[config.mk]
export PLATFORM = sky130hd
export DESIGN_NAME = dinsel_top
export DESIGN_NICKNAME = d
export VERILOG_FILES = /design/src/include/dinsel_pkg.sv /design/src/logic/dinsel_top.sv
export SDC_FILE = /design/constraint.sdc
export NUM_CORES = 1
export LEC_CHECK = 0
export BUFFER_PORTS_ARGS = -buffer_cell sky130_fd_sc_hd__buf_4
export CAP_MARGIN = 0
export CORE_UTILIZATION = 29
export CTS_BUF_LIST = sky130_fd_sc_hd__clkbuf_8
export CTS_CLUSTER_SIZE = 8
export DETAILED_ROUTE_END_ITERATION = 16
export GPL_ROUTABILITY_DRIVEN = 0
export MAX_ROUTING_LAYER = met4
export PLACE_DENSITY = 0.53
export SETUP_SLACK_MARGIN = 0.4
export SYNTH_ARGS = -nofsm -noshare
export SYNTH_HDL_FRONTEND = slang
export SYNTH_SLANG_ARGS = --single-unit
[constraint.sdc]
create_clock -name i_clk -period 6.7 [get_ports i_clk]
set_input_delay 0.67 -clock i_clk [delete_from_list [all_inputs] [get_ports i_clk]]
set_output_delay 0.67 -clock i_clk [all_outputs]
set_load 0.005 [all_outputs]
[src/include/dinsel_pkg.sv]
// dinsel_pkg: constants, register map and carrier types of the input selector
package dinsel_pkg;
  localparam int          NUM_TERM       = 7;
  localparam int          CODE_W         = 8;
  localparam int          FREQ_W         = 16;
  localparam int          TLIM_W         = 16;
  // terminal function codes
  localparam logic [7:0]  CODE_LIM_EN    = 8'h28; // 40
  localparam logic [7:0]  CODE_LIM_SEL0  = 8'h29; // 41
  localparam logic [7:0]  CODE_LIM_SEL1  = 8'h2a; // 42
  localparam logic [7:0]  CODE_BRAKE     = 8'h2c; // 44
  localparam logic [7:0]  CODE_RAMP      = 8'h2e; // 46
  localparam logic [7:0]  CODE_PULSE_CLR = 8'h2f; // 47
  localparam logic [7:0]  CODE_ADD       = 8'h32; // 50
  localparam logic [7:0]  CODE_FORCE     = 8'h33; // 51
  localparam logic [7:0]  CODE_PERMIT    = 8'h34; // 52
  // source selections meaning "control terminals"
  localparam logic [2:0]  FREQ_SRC_TERM  = 3'h1;
  localparam logic [1:0]  RUN_SRC_TERM   = 2'h1;
  // apb register byte offsets
  localparam logic [7:0]  ADDR_ASSIGN_LO = 8'h00;
  localparam logic [7:0]  ADDR_ASSIGN_HI = 8'h04;
  localparam logic [7:0]  ADDR_TLIM01    = 8'h08;
  localparam logic [7:0]  ADDR_TLIM23    = 8'h0c;
  localparam logic [7:0]  ADDR_OFFSET    = 8'h10;
  localparam logic [7:0]  ADDR_CTRL      = 8'h14;
  localparam logic [7:0]  ADDR_STATUS    = 8'h18;
  // control register fields
  localparam int          CTRL_SUB_BIT   = 0;
  localparam int          CTRL_FSRC_LSB  = 1;
  localparam int          CTRL_RSRC_LSB  = 4;
  // reset values
  localparam logic [7:0]  ASSIGN_RST     = 8'h00;
  localparam logic [15:0] TLIM_RST       = 16'hffff;
  localparam logic [15:0] OFFSET_RST     = 16'h0000;
  localparam logic [5:0]  CTRL_RST       = 6'h00;

  typedef struct packed {
    logic lim_en;
    logic lim_sel1;
    logic lim_sel0;
    logic brake_ok;
    logic ramp_bypass;
    logic pulse_clr;
    logic offset_on;
    logic force_term;
    logic trq_permit;
  } dinsel_func_t;

  typedef struct packed {
    logic [2:0] freq_src;
    logic [1:0] run_src;
  } dinsel_src_t;

  typedef enum logic {DINSEL_APPLIED, DINSEL_STOPPING} dinsel_state_t;
endpackage : dinsel_pkg

[src/logic/dinsel_top.sv]
// dinsel_top: terminal function decoder with apb register access
`timescale 1ns/1ps
// Operation
// - terminal code 40 enables torque limit
// - codes 41,42 pick one of four limits
// - code 44 reports brake confirmation
// - code 46 bypasses ramp timing
// - code 47 clears positioning pulse count
// - code 50 applies offset to setpoint
// - config bit chooses add or subtract
// - offset works for any setpoint source
// - code 51 forces terminal frequency and run
// - released force restores configured sources
// - code 51 source change while running stops first
// - code 52 permits torque command input
// - any code assignable to any terminal
module dinsel_top
  import dinsel_pkg::*;
(
  input  wire logic                i_clk,
  input  wire logic                i_reset,
  input  wire logic                i_psel,
  input  wire logic                i_penable,
  input  wire logic                i_pwrite,
  input  wire logic [7:0]          i_paddr,
  input  wire logic [31:0]         i_pwdata,
  output logic      [31:0]         o_prdata,
  output logic                     o_pready,
  output logic                     o_pslverr,
  input  wire logic [NUM_TERM-1:0] i_term,
  input  wire logic [FREQ_W-1:0]   i_cfg_setpoint,
  input  wire logic [FREQ_W-1:0]   i_term_setpoint,
  input  wire logic                i_motor_running,
  output dinsel_func_t             o_func,
  output logic      [TLIM_W-1:0]   o_tlim_value,
  output logic      [FREQ_W-1:0]   o_setpoint,
  output dinsel_src_t              o_src,
  output logic                     o_stop_req
);

  logic [NUM_TERM-1:0]              term_q;
  logic [NUM_TERM-1:0][CODE_W-1:0]  assign_q;
  logic [3:0][TLIM_W-1:0]           tlim_q;
  logic [FREQ_W-1:0]                offset_q;
  logic [5:0]                       ctrl_q;
  dinsel_func_t                     func_d;
  dinsel_state_t                    state_q;
  logic                             force_eff_q;
  logic                             apb_acc;
  logic                             apb_wr;
  logic [FREQ_W-1:0]                base_sp;
  logic [FREQ_W-1:0]                sp_d;

  // true when any terminal carrying this code is active
  function automatic logic fn_on(
    input logic [NUM_TERM-1:0]             lvl,
    input logic [NUM_TERM-1:0][CODE_W-1:0] codes,
    input logic [CODE_W-1:0]               code
  );
    logic hit;
    hit = 1'b0;
    for (int t = 0; t < NUM_TERM; t++) begin
      hit = hit | (lvl[t] & (codes[t] == code));
    end
    return hit;
  endfunction : fn_on

  // saturating offset so the setpoint never wraps
  function automatic logic [FREQ_W-1:0] offset_sp(
    input logic [FREQ_W-1:0] sp,
    input logic [FREQ_W-1:0] off,
    input logic              sub
  );
    logic [FREQ_W:0] sum;
    sum = '0;
    if (sub) begin
      sum = (sp >= off) ? {1'b0, sp - off} : '0;
    end else begin
      sum = {1'b0, sp} + {1'b0, off};
      if (sum[FREQ_W]) begin
        sum = {1'b0, {FREQ_W{1'b1}}};
      end
    end
    return sum[FREQ_W-1:0];
  endfunction : offset_sp

  // terminal sampling
  always_ff @(posedge i_clk) begin
    if (i_reset) begin
      term_q <= '0;
    end else begin
      term_q <= i_term;
    end
  end

  always_comb begin
    func_d             = '0;
    func_d.lim_en      = fn_on(term_q, assign_q, CODE_LIM_EN);
    func_d.lim_sel0    = fn_on(term_q, assign_q, CODE_LIM_SEL0);
    func_d.lim_sel1    = fn_on(term_q, assign_q, CODE_LIM_SEL1);
    func_d.brake_ok    = fn_on(term_q, assign_q, CODE_BRAKE);
    func_d.ramp_bypass = fn_on(term_q, assign_q, CODE_RAMP);
    func_d.pulse_clr   = fn_on(term_q, assign_q, CODE_PULSE_CLR);
    func_d.offset_on   = fn_on(term_q, assign_q, CODE_ADD);
    func_d.force_term  = fn_on(term_q, assign_q, CODE_FORCE);
    func_d.trq_permit  = fn_on(term_q, assign_q, CODE_PERMIT);
  end

  // source selection; the offset is applied after it, whichever source
  always_comb begin
    base_sp = force_eff_q ? i_term_setpoint : i_cfg_setpoint;
    sp_d    = base_sp;
    if (func_d.offset_on) begin
      sp_d = offset_sp(base_sp, offset_q, ctrl_q[CTRL_SUB_BIT]);
    end
  end

  always_ff @(posedge i_clk) begin
    if (i_reset) begin
      o_func       <= '0;
      o_tlim_value <= TLIM_RST;
      o_setpoint   <= '0;
    end else begin
      o_func       <= func_d;
      o_tlim_value <= tlim_q[{func_d.lim_sel1, func_d.lim_sel0}];
      o_setpoint   <= sp_d;
    end
  end

  // force changeover: a change while running waits for the motor to stop
  always_ff @(posedge i_clk) begin
    if (i_reset) begin
      state_q     <= DINSEL_APPLIED;
      force_eff_q <= 1'b0;
      o_stop_req  <= 1'b0;
    end else begin
      case (state_q)
        DINSEL_APPLIED: begin
          if (func_d.force_term != force_eff_q) begin
            if (i_motor_running) begin
              state_q    <= DINSEL_STOPPING;
              o_stop_req <= 1'b1;
            end else begin
              force_eff_q <= func_d.force_term;
            end
          end
        end
        DINSEL_STOPPING: begin
          if (!i_motor_running) begin
            // take the level present now, it may have flipped back
            force_eff_q <= func_d.force_term;
            o_stop_req  <= 1'b0;
            state_q     <= DINSEL_APPLIED;
          end
        end
        default: state_q <= DINSEL_APPLIED;
      endcase
    end
  end

  always_ff @(posedge i_clk) begin
    if (i_reset) begin
      o_src <= '0;
    end else if (force_eff_q) begin
      o_src.freq_src <= FREQ_SRC_TERM;
      o_src.run_src  <= RUN_SRC_TERM;
    end else begin
      o_src.freq_src <= ctrl_q[CTRL_FSRC_LSB +: 3];
      o_src.run_src  <= ctrl_q[CTRL_RSRC_LSB +: 2];
    end
  end

  // apb slave: one wait state, answer with pready on the second access cycle
  assign apb_acc = i_psel & i_penable;
  assign apb_wr  = apb_acc & o_pready & i_pwrite;

  always_ff @(posedge i_clk) begin
    if (i_reset) begin
      o_pready  <= 1'b0;
      o_prdata  <= '0;
      o_pslverr <= 1'b0;
    end else begin
      o_pready  <= apb_acc & ~o_pready;
      o_prdata  <= '0;
      o_pslverr <= 1'b0;
      if (apb_acc & ~o_pready) begin
        if (i_paddr == ADDR_ASSIGN_LO) begin
          o_prdata <= {assign_q[3], assign_q[2], assign_q[1], assign_q[0]};
        end else if (i_paddr == ADDR_ASSIGN_HI) begin
          o_prdata <= {8'h00, assign_q[6], assign_q[5], assign_q[4]};
        end else if (i_paddr == ADDR_TLIM01) begin
          o_prdata <= {tlim_q[1], tlim_q[0]};
        end else if (i_paddr == ADDR_TLIM23) begin
          o_prdata <= {tlim_q[3], tlim_q[2]};
        end else if (i_paddr == ADDR_OFFSET) begin
          o_prdata <= {16'h0000, offset_q};
        end else if (i_paddr == ADDR_CTRL) begin
          o_prdata <= {26'h0000000, ctrl_q};
        end else if (i_paddr == ADDR_STATUS) begin
          o_prdata <= {21'h000000, o_stop_req, force_eff_q, o_func};
        end else begin
          o_pslverr <= 1'b1;
        end
      end
    end
  end

  // writes land on the edge that sees pready high; status is read only
  always_ff @(posedge i_clk) begin
    if (i_reset) begin
      assign_q <= {NUM_TERM{ASSIGN_RST}};
      tlim_q   <= {4{TLIM_RST}};
      offset_q <= OFFSET_RST;
      ctrl_q   <= CTRL_RST;
    end else if (apb_wr) begin
      if (i_paddr == ADDR_ASSIGN_LO) begin
        assign_q[3:0] <= i_pwdata;
      end else if (i_paddr == ADDR_ASSIGN_HI) begin
        assign_q[6:4] <= i_pwdata[23:0];
      end else if (i_paddr == ADDR_TLIM01) begin
        tlim_q[1:0] <= i_pwdata;
      end else if (i_paddr == ADDR_TLIM23) begin
        tlim_q[3:2] <= i_pwdata;
      end else if (i_paddr == ADDR_OFFSET) begin
        offset_q <= i_pwdata[15:0];
      end else if (i_paddr == ADDR_CTRL) begin
        ctrl_q <= i_pwdata[5:0];
      end
    end
  end
endmodule : dinsel_top

==> impl_metrics.yaml <==
setup_path:
  cpMostUsedCell: "o21ai_1"
  crit_type: "reg -> reg"
  critical_path.startpoint_type: "flip-flop"
  critPathSlowestCell: "dfxtp_1"
  critPathArrivalTime_ps: 4790
  worstPathMaxFanout: 22
  cp-end-kind: "flip-flop"
  cp_num_buf_inv: 0
  crit_family: "compound AO/OA/AOI/OAI gates"
  required_ps: 7120
  slowest_delay_ps: 1010
  path_cells: "mux2_2, ha_1, a211o_1, a311o_1, a311oi_1, o21ai_1, o21ai_1, nor2_1, a2111oi_2, nor3_1"
timing:
  hold_violations: 0
  finalMaxSlewViolations: 0
  fin_crit_ps: 4370
  slew_headroom_pct: 20.7
  tightest_slew_ps: 1190
  finalClockSkew_ps: 28.7
  achievable-frequency_mhz: 229
  setup_viol: 0
  finalCritPeriodShare_pct: 65.2
  holdWs_ps: 313
  grt_setup_unrepaired: "false"
  setup_slack_ps: 2330
  tns_ps: 0
synth:
  synth_top_flop_cell: "dfxtp_1"
  yosysWarnings: 0
  synth_edf_count: 0
  synthCells: 1422
  syn_area_mm2: 0.0118
  syn-num-nets: 1543
  async_reset_ff_share_pct: 0
  syn_area_per_cell_um2: 8.30
  synth.distinct_cells: 74
  ys_seq_area_share_pct: 39.4
  ys_seq_elements: 232
cts:
  clock_latency_ps: 590
  cts_resized: 0
  clk_path_buf_depth: 3
  cts_hold_buf: 0
  clock-sinks: 232
  cts_tree: "yes"
  cts.clk_slew.worst_paths_ps: 60
  root_buffer: "clkbuf_8"
  htreeDepth: 2
  cts-buffers-inserted: 42
  cts_setup_buffers: 0
power:
  leakage_nw: 5.10
  p_per_area_mw_per_mm2: 211
  vdd_drop_max_mv: 0.125
  power_mw: 3.00
die:
  die_w_um: 204
  ios: 166
  dieArea_mm2: 0.0415
  die_h_um: 204
  num_rows: 73
  core_region_area_mm2: 0.0399
  start_util_pct: 29.6
grt:
  grt_pass1_wl_mm: 65.9
  antenna_found_initial: 0
  grt_max_degree: 126
  track_usage_pct: 21.2
  first_global_vias: 10700
  overflow: 0
final_layout:
  final_util_pct: 35.6
  design_area_mm2: 0.0142
  antennaDiodeCount: 0
  syn2layout_area_growth_pct: 20.5
  fin_cells: 2096
  drive_above_1_share_pct: 17.4
  fin_nets: 1664
placement:
  placed_cell_area_mm2: 0.0134
  preCtsSetupSlack_ps: 2330
  dp_hpwl_mm: 30.4
  post-place-cells: 2024
  portBuffers: 165
routing:
  vias: 11100
  wl_per_cell_um: 20.7
  antenna_left: 0
  firstDrtPassIters: 5
  drt_iter0_drc: 968
  drt_wl_total_mm: 43.3
  post_drt_via_cell_ratio: 5.28
  drc: 0
status:
  status: "completed"
run:
  cap_violations: 0
min_path:
  hold_class: "in -> reg"
state kept, by name (all words and copies together) (netlist names):
| register | cells |
|---|---|
| o_pready | 1 |
| o_stop_req | 1 |
| ctrl_q | 6 |
| offset_q | 16 |
| o_setpoint | 16 |
| state_q | 1 |
| term_q | 7 |
| tlim_q | 64 |
| o_pslverr | 1 |
| force_eff_q | 1 |
| o_prdata | 32 |
| assign_q | 56 |
| o_tlim_value | 16 |
| o_func | 9 |
| o_src | 5 |
cells by family (layout without fill, tap and decap cells):
family / after synthesis / after routing / synth area share (%)
AND/OR/NAND/NOR: 582 / 582 / 24.2
AO/OA/AOI/OAI: 337 / 337 / 19.3
flip-flops: 232 / 232 / 39.4
buffers and inverters: 137 / 286 / 4.96
multiplexers: 76 / 76 / 6.62
adder cells (fa/ha/maj): 36 / 36 / 3.94
XOR/XNOR: 22 / 22 / 1.63
cells in the mapped netlist, types with 6 or more instances:
master / instances / area share (%)
a211o_1: 34 / 2.5
a211oi_1: 11 / 0.70
a21oi_1: 116 / 4.9
a222oi_1: 7 / 0.59
a22oi_1: 49 / 3.1
a311oi_1: 7 / 0.52
a31oi_1: 27 / 1.4
and2_1: 10 / 0.53
and3_1: 8 / 0.42
buf_2: 30 / 1.3
clkbuf_1: 63 / 2.0
dfxtp_1: 232 / 39
ha_1: 34 / 3.6
inv_1: 33 / 1.0
mux2_2: 16 / 1.5
mux2i_1: 60 / 5.1
nand2_1: 266 / 8.5
nand2b_1: 10 / 0.53
nand3_1: 14 / 0.59
nand3b_1: 45 / 2.9
nand4_1: 6 / 0.32
nor2_1: 82 / 2.6
nor2b_1: 53 / 2.8
nor3_1: 31 / 1.3
nor3b_1: 7 / 0.45
nor4_1: 6 / 0.32
o21ai_0: 18 / 0.76
o21ai_1: 13 / 0.55
o22ai_1: 8 / 0.42
or2_1: 19 / 1.0
xnor2_1: 17 / 1.3
worst reg2reg max path, delay by kind of cell, from the launching register on:
kind,cells,cell delay [ps]
AOI/OAI and AO/OA,6,1970
adders and majority gates,1,380
DFF,1,1010
muxes,1,470
and+or+nand+nor,2,410
worst paths after layout:
path / from / endpoint / slack (ps) / depth (start not counted)
max: force_eff_q / o_setpoint[4] / 2330 / 10
min: i_term[3] / term_q[3] / 310 / 2
max reg2reg: force_eff_q / o_setpoint[4] / 2330 / 10
min reg2reg: assign_q[23] / assign_q[23] / 470 / 2
cells in the final DEF, fill, tap and decap left out, types with 5 or more instances in the layout:
cell and n:
dfxtp_1 232, clkinv_2 5, nor3_1 31, a22oi_1 49
nor2b_1 53, mux2i_1 60, and3_1 6, a21o_1 5
a21oi_1 116, xor2_1 5, clkbuf_8 51, nor2_1 82
mux2_2 16, o21ai_0 18, o21ai_1 13, a311oi_1 7
a32oi_1 5, nand4_1 6, and2_1 8, o22ai_1 8
nor4_1 6, a31oi_1 27, nand2_1 265, nand3b_1 45
a211oi_1 11, nor3b_1 7, a211o_1 34, buf_4 178
inv_1 43, nand3_1 14, o21bai_1 5, nand2b_1 10
or2_1 19, ha_1 34, a222oi_1 7, xnor2_1 17
layer usage:
metal | wire (um) | vias to the layer above | GRT usage (%) | part of all wire (%)
met3 | 2440 | 67 | 3.02 | 5.6
met1 | 19000 | 5332 | 27.0 | 44
met2 | 20700 | 394 | 34.2 | 48
li1 | - | 5264 | - | -
met4 | 1150 | 0 | 7.33 | 2.7
met5 | 0 | - | - | 0
cell type report:
class                   count  area (um^2)
flip-flops and latches    232         4640
well taps                 525          657
repair buffers            179         1350
inverters                  35          131
multi-input cells        1053         6580
fillers                  4111        25700
clock inverters            21          161
clock buffers              51          702
report_power, final:
| group | leakage (nW) | switching (mW) | total (mW) | internal, mW |
|---|---|---|---|---|
| sequential | 1.88 | 0.00428 | 1.39 | 1.39 |
| combinational | 2.74 | 0.111 | 0.193 | 0.0821 |
| clock | 0.485 | 0.642 | 1.41 | 0.772 |
Note: power is estimated with default switching activity, not from simulation.
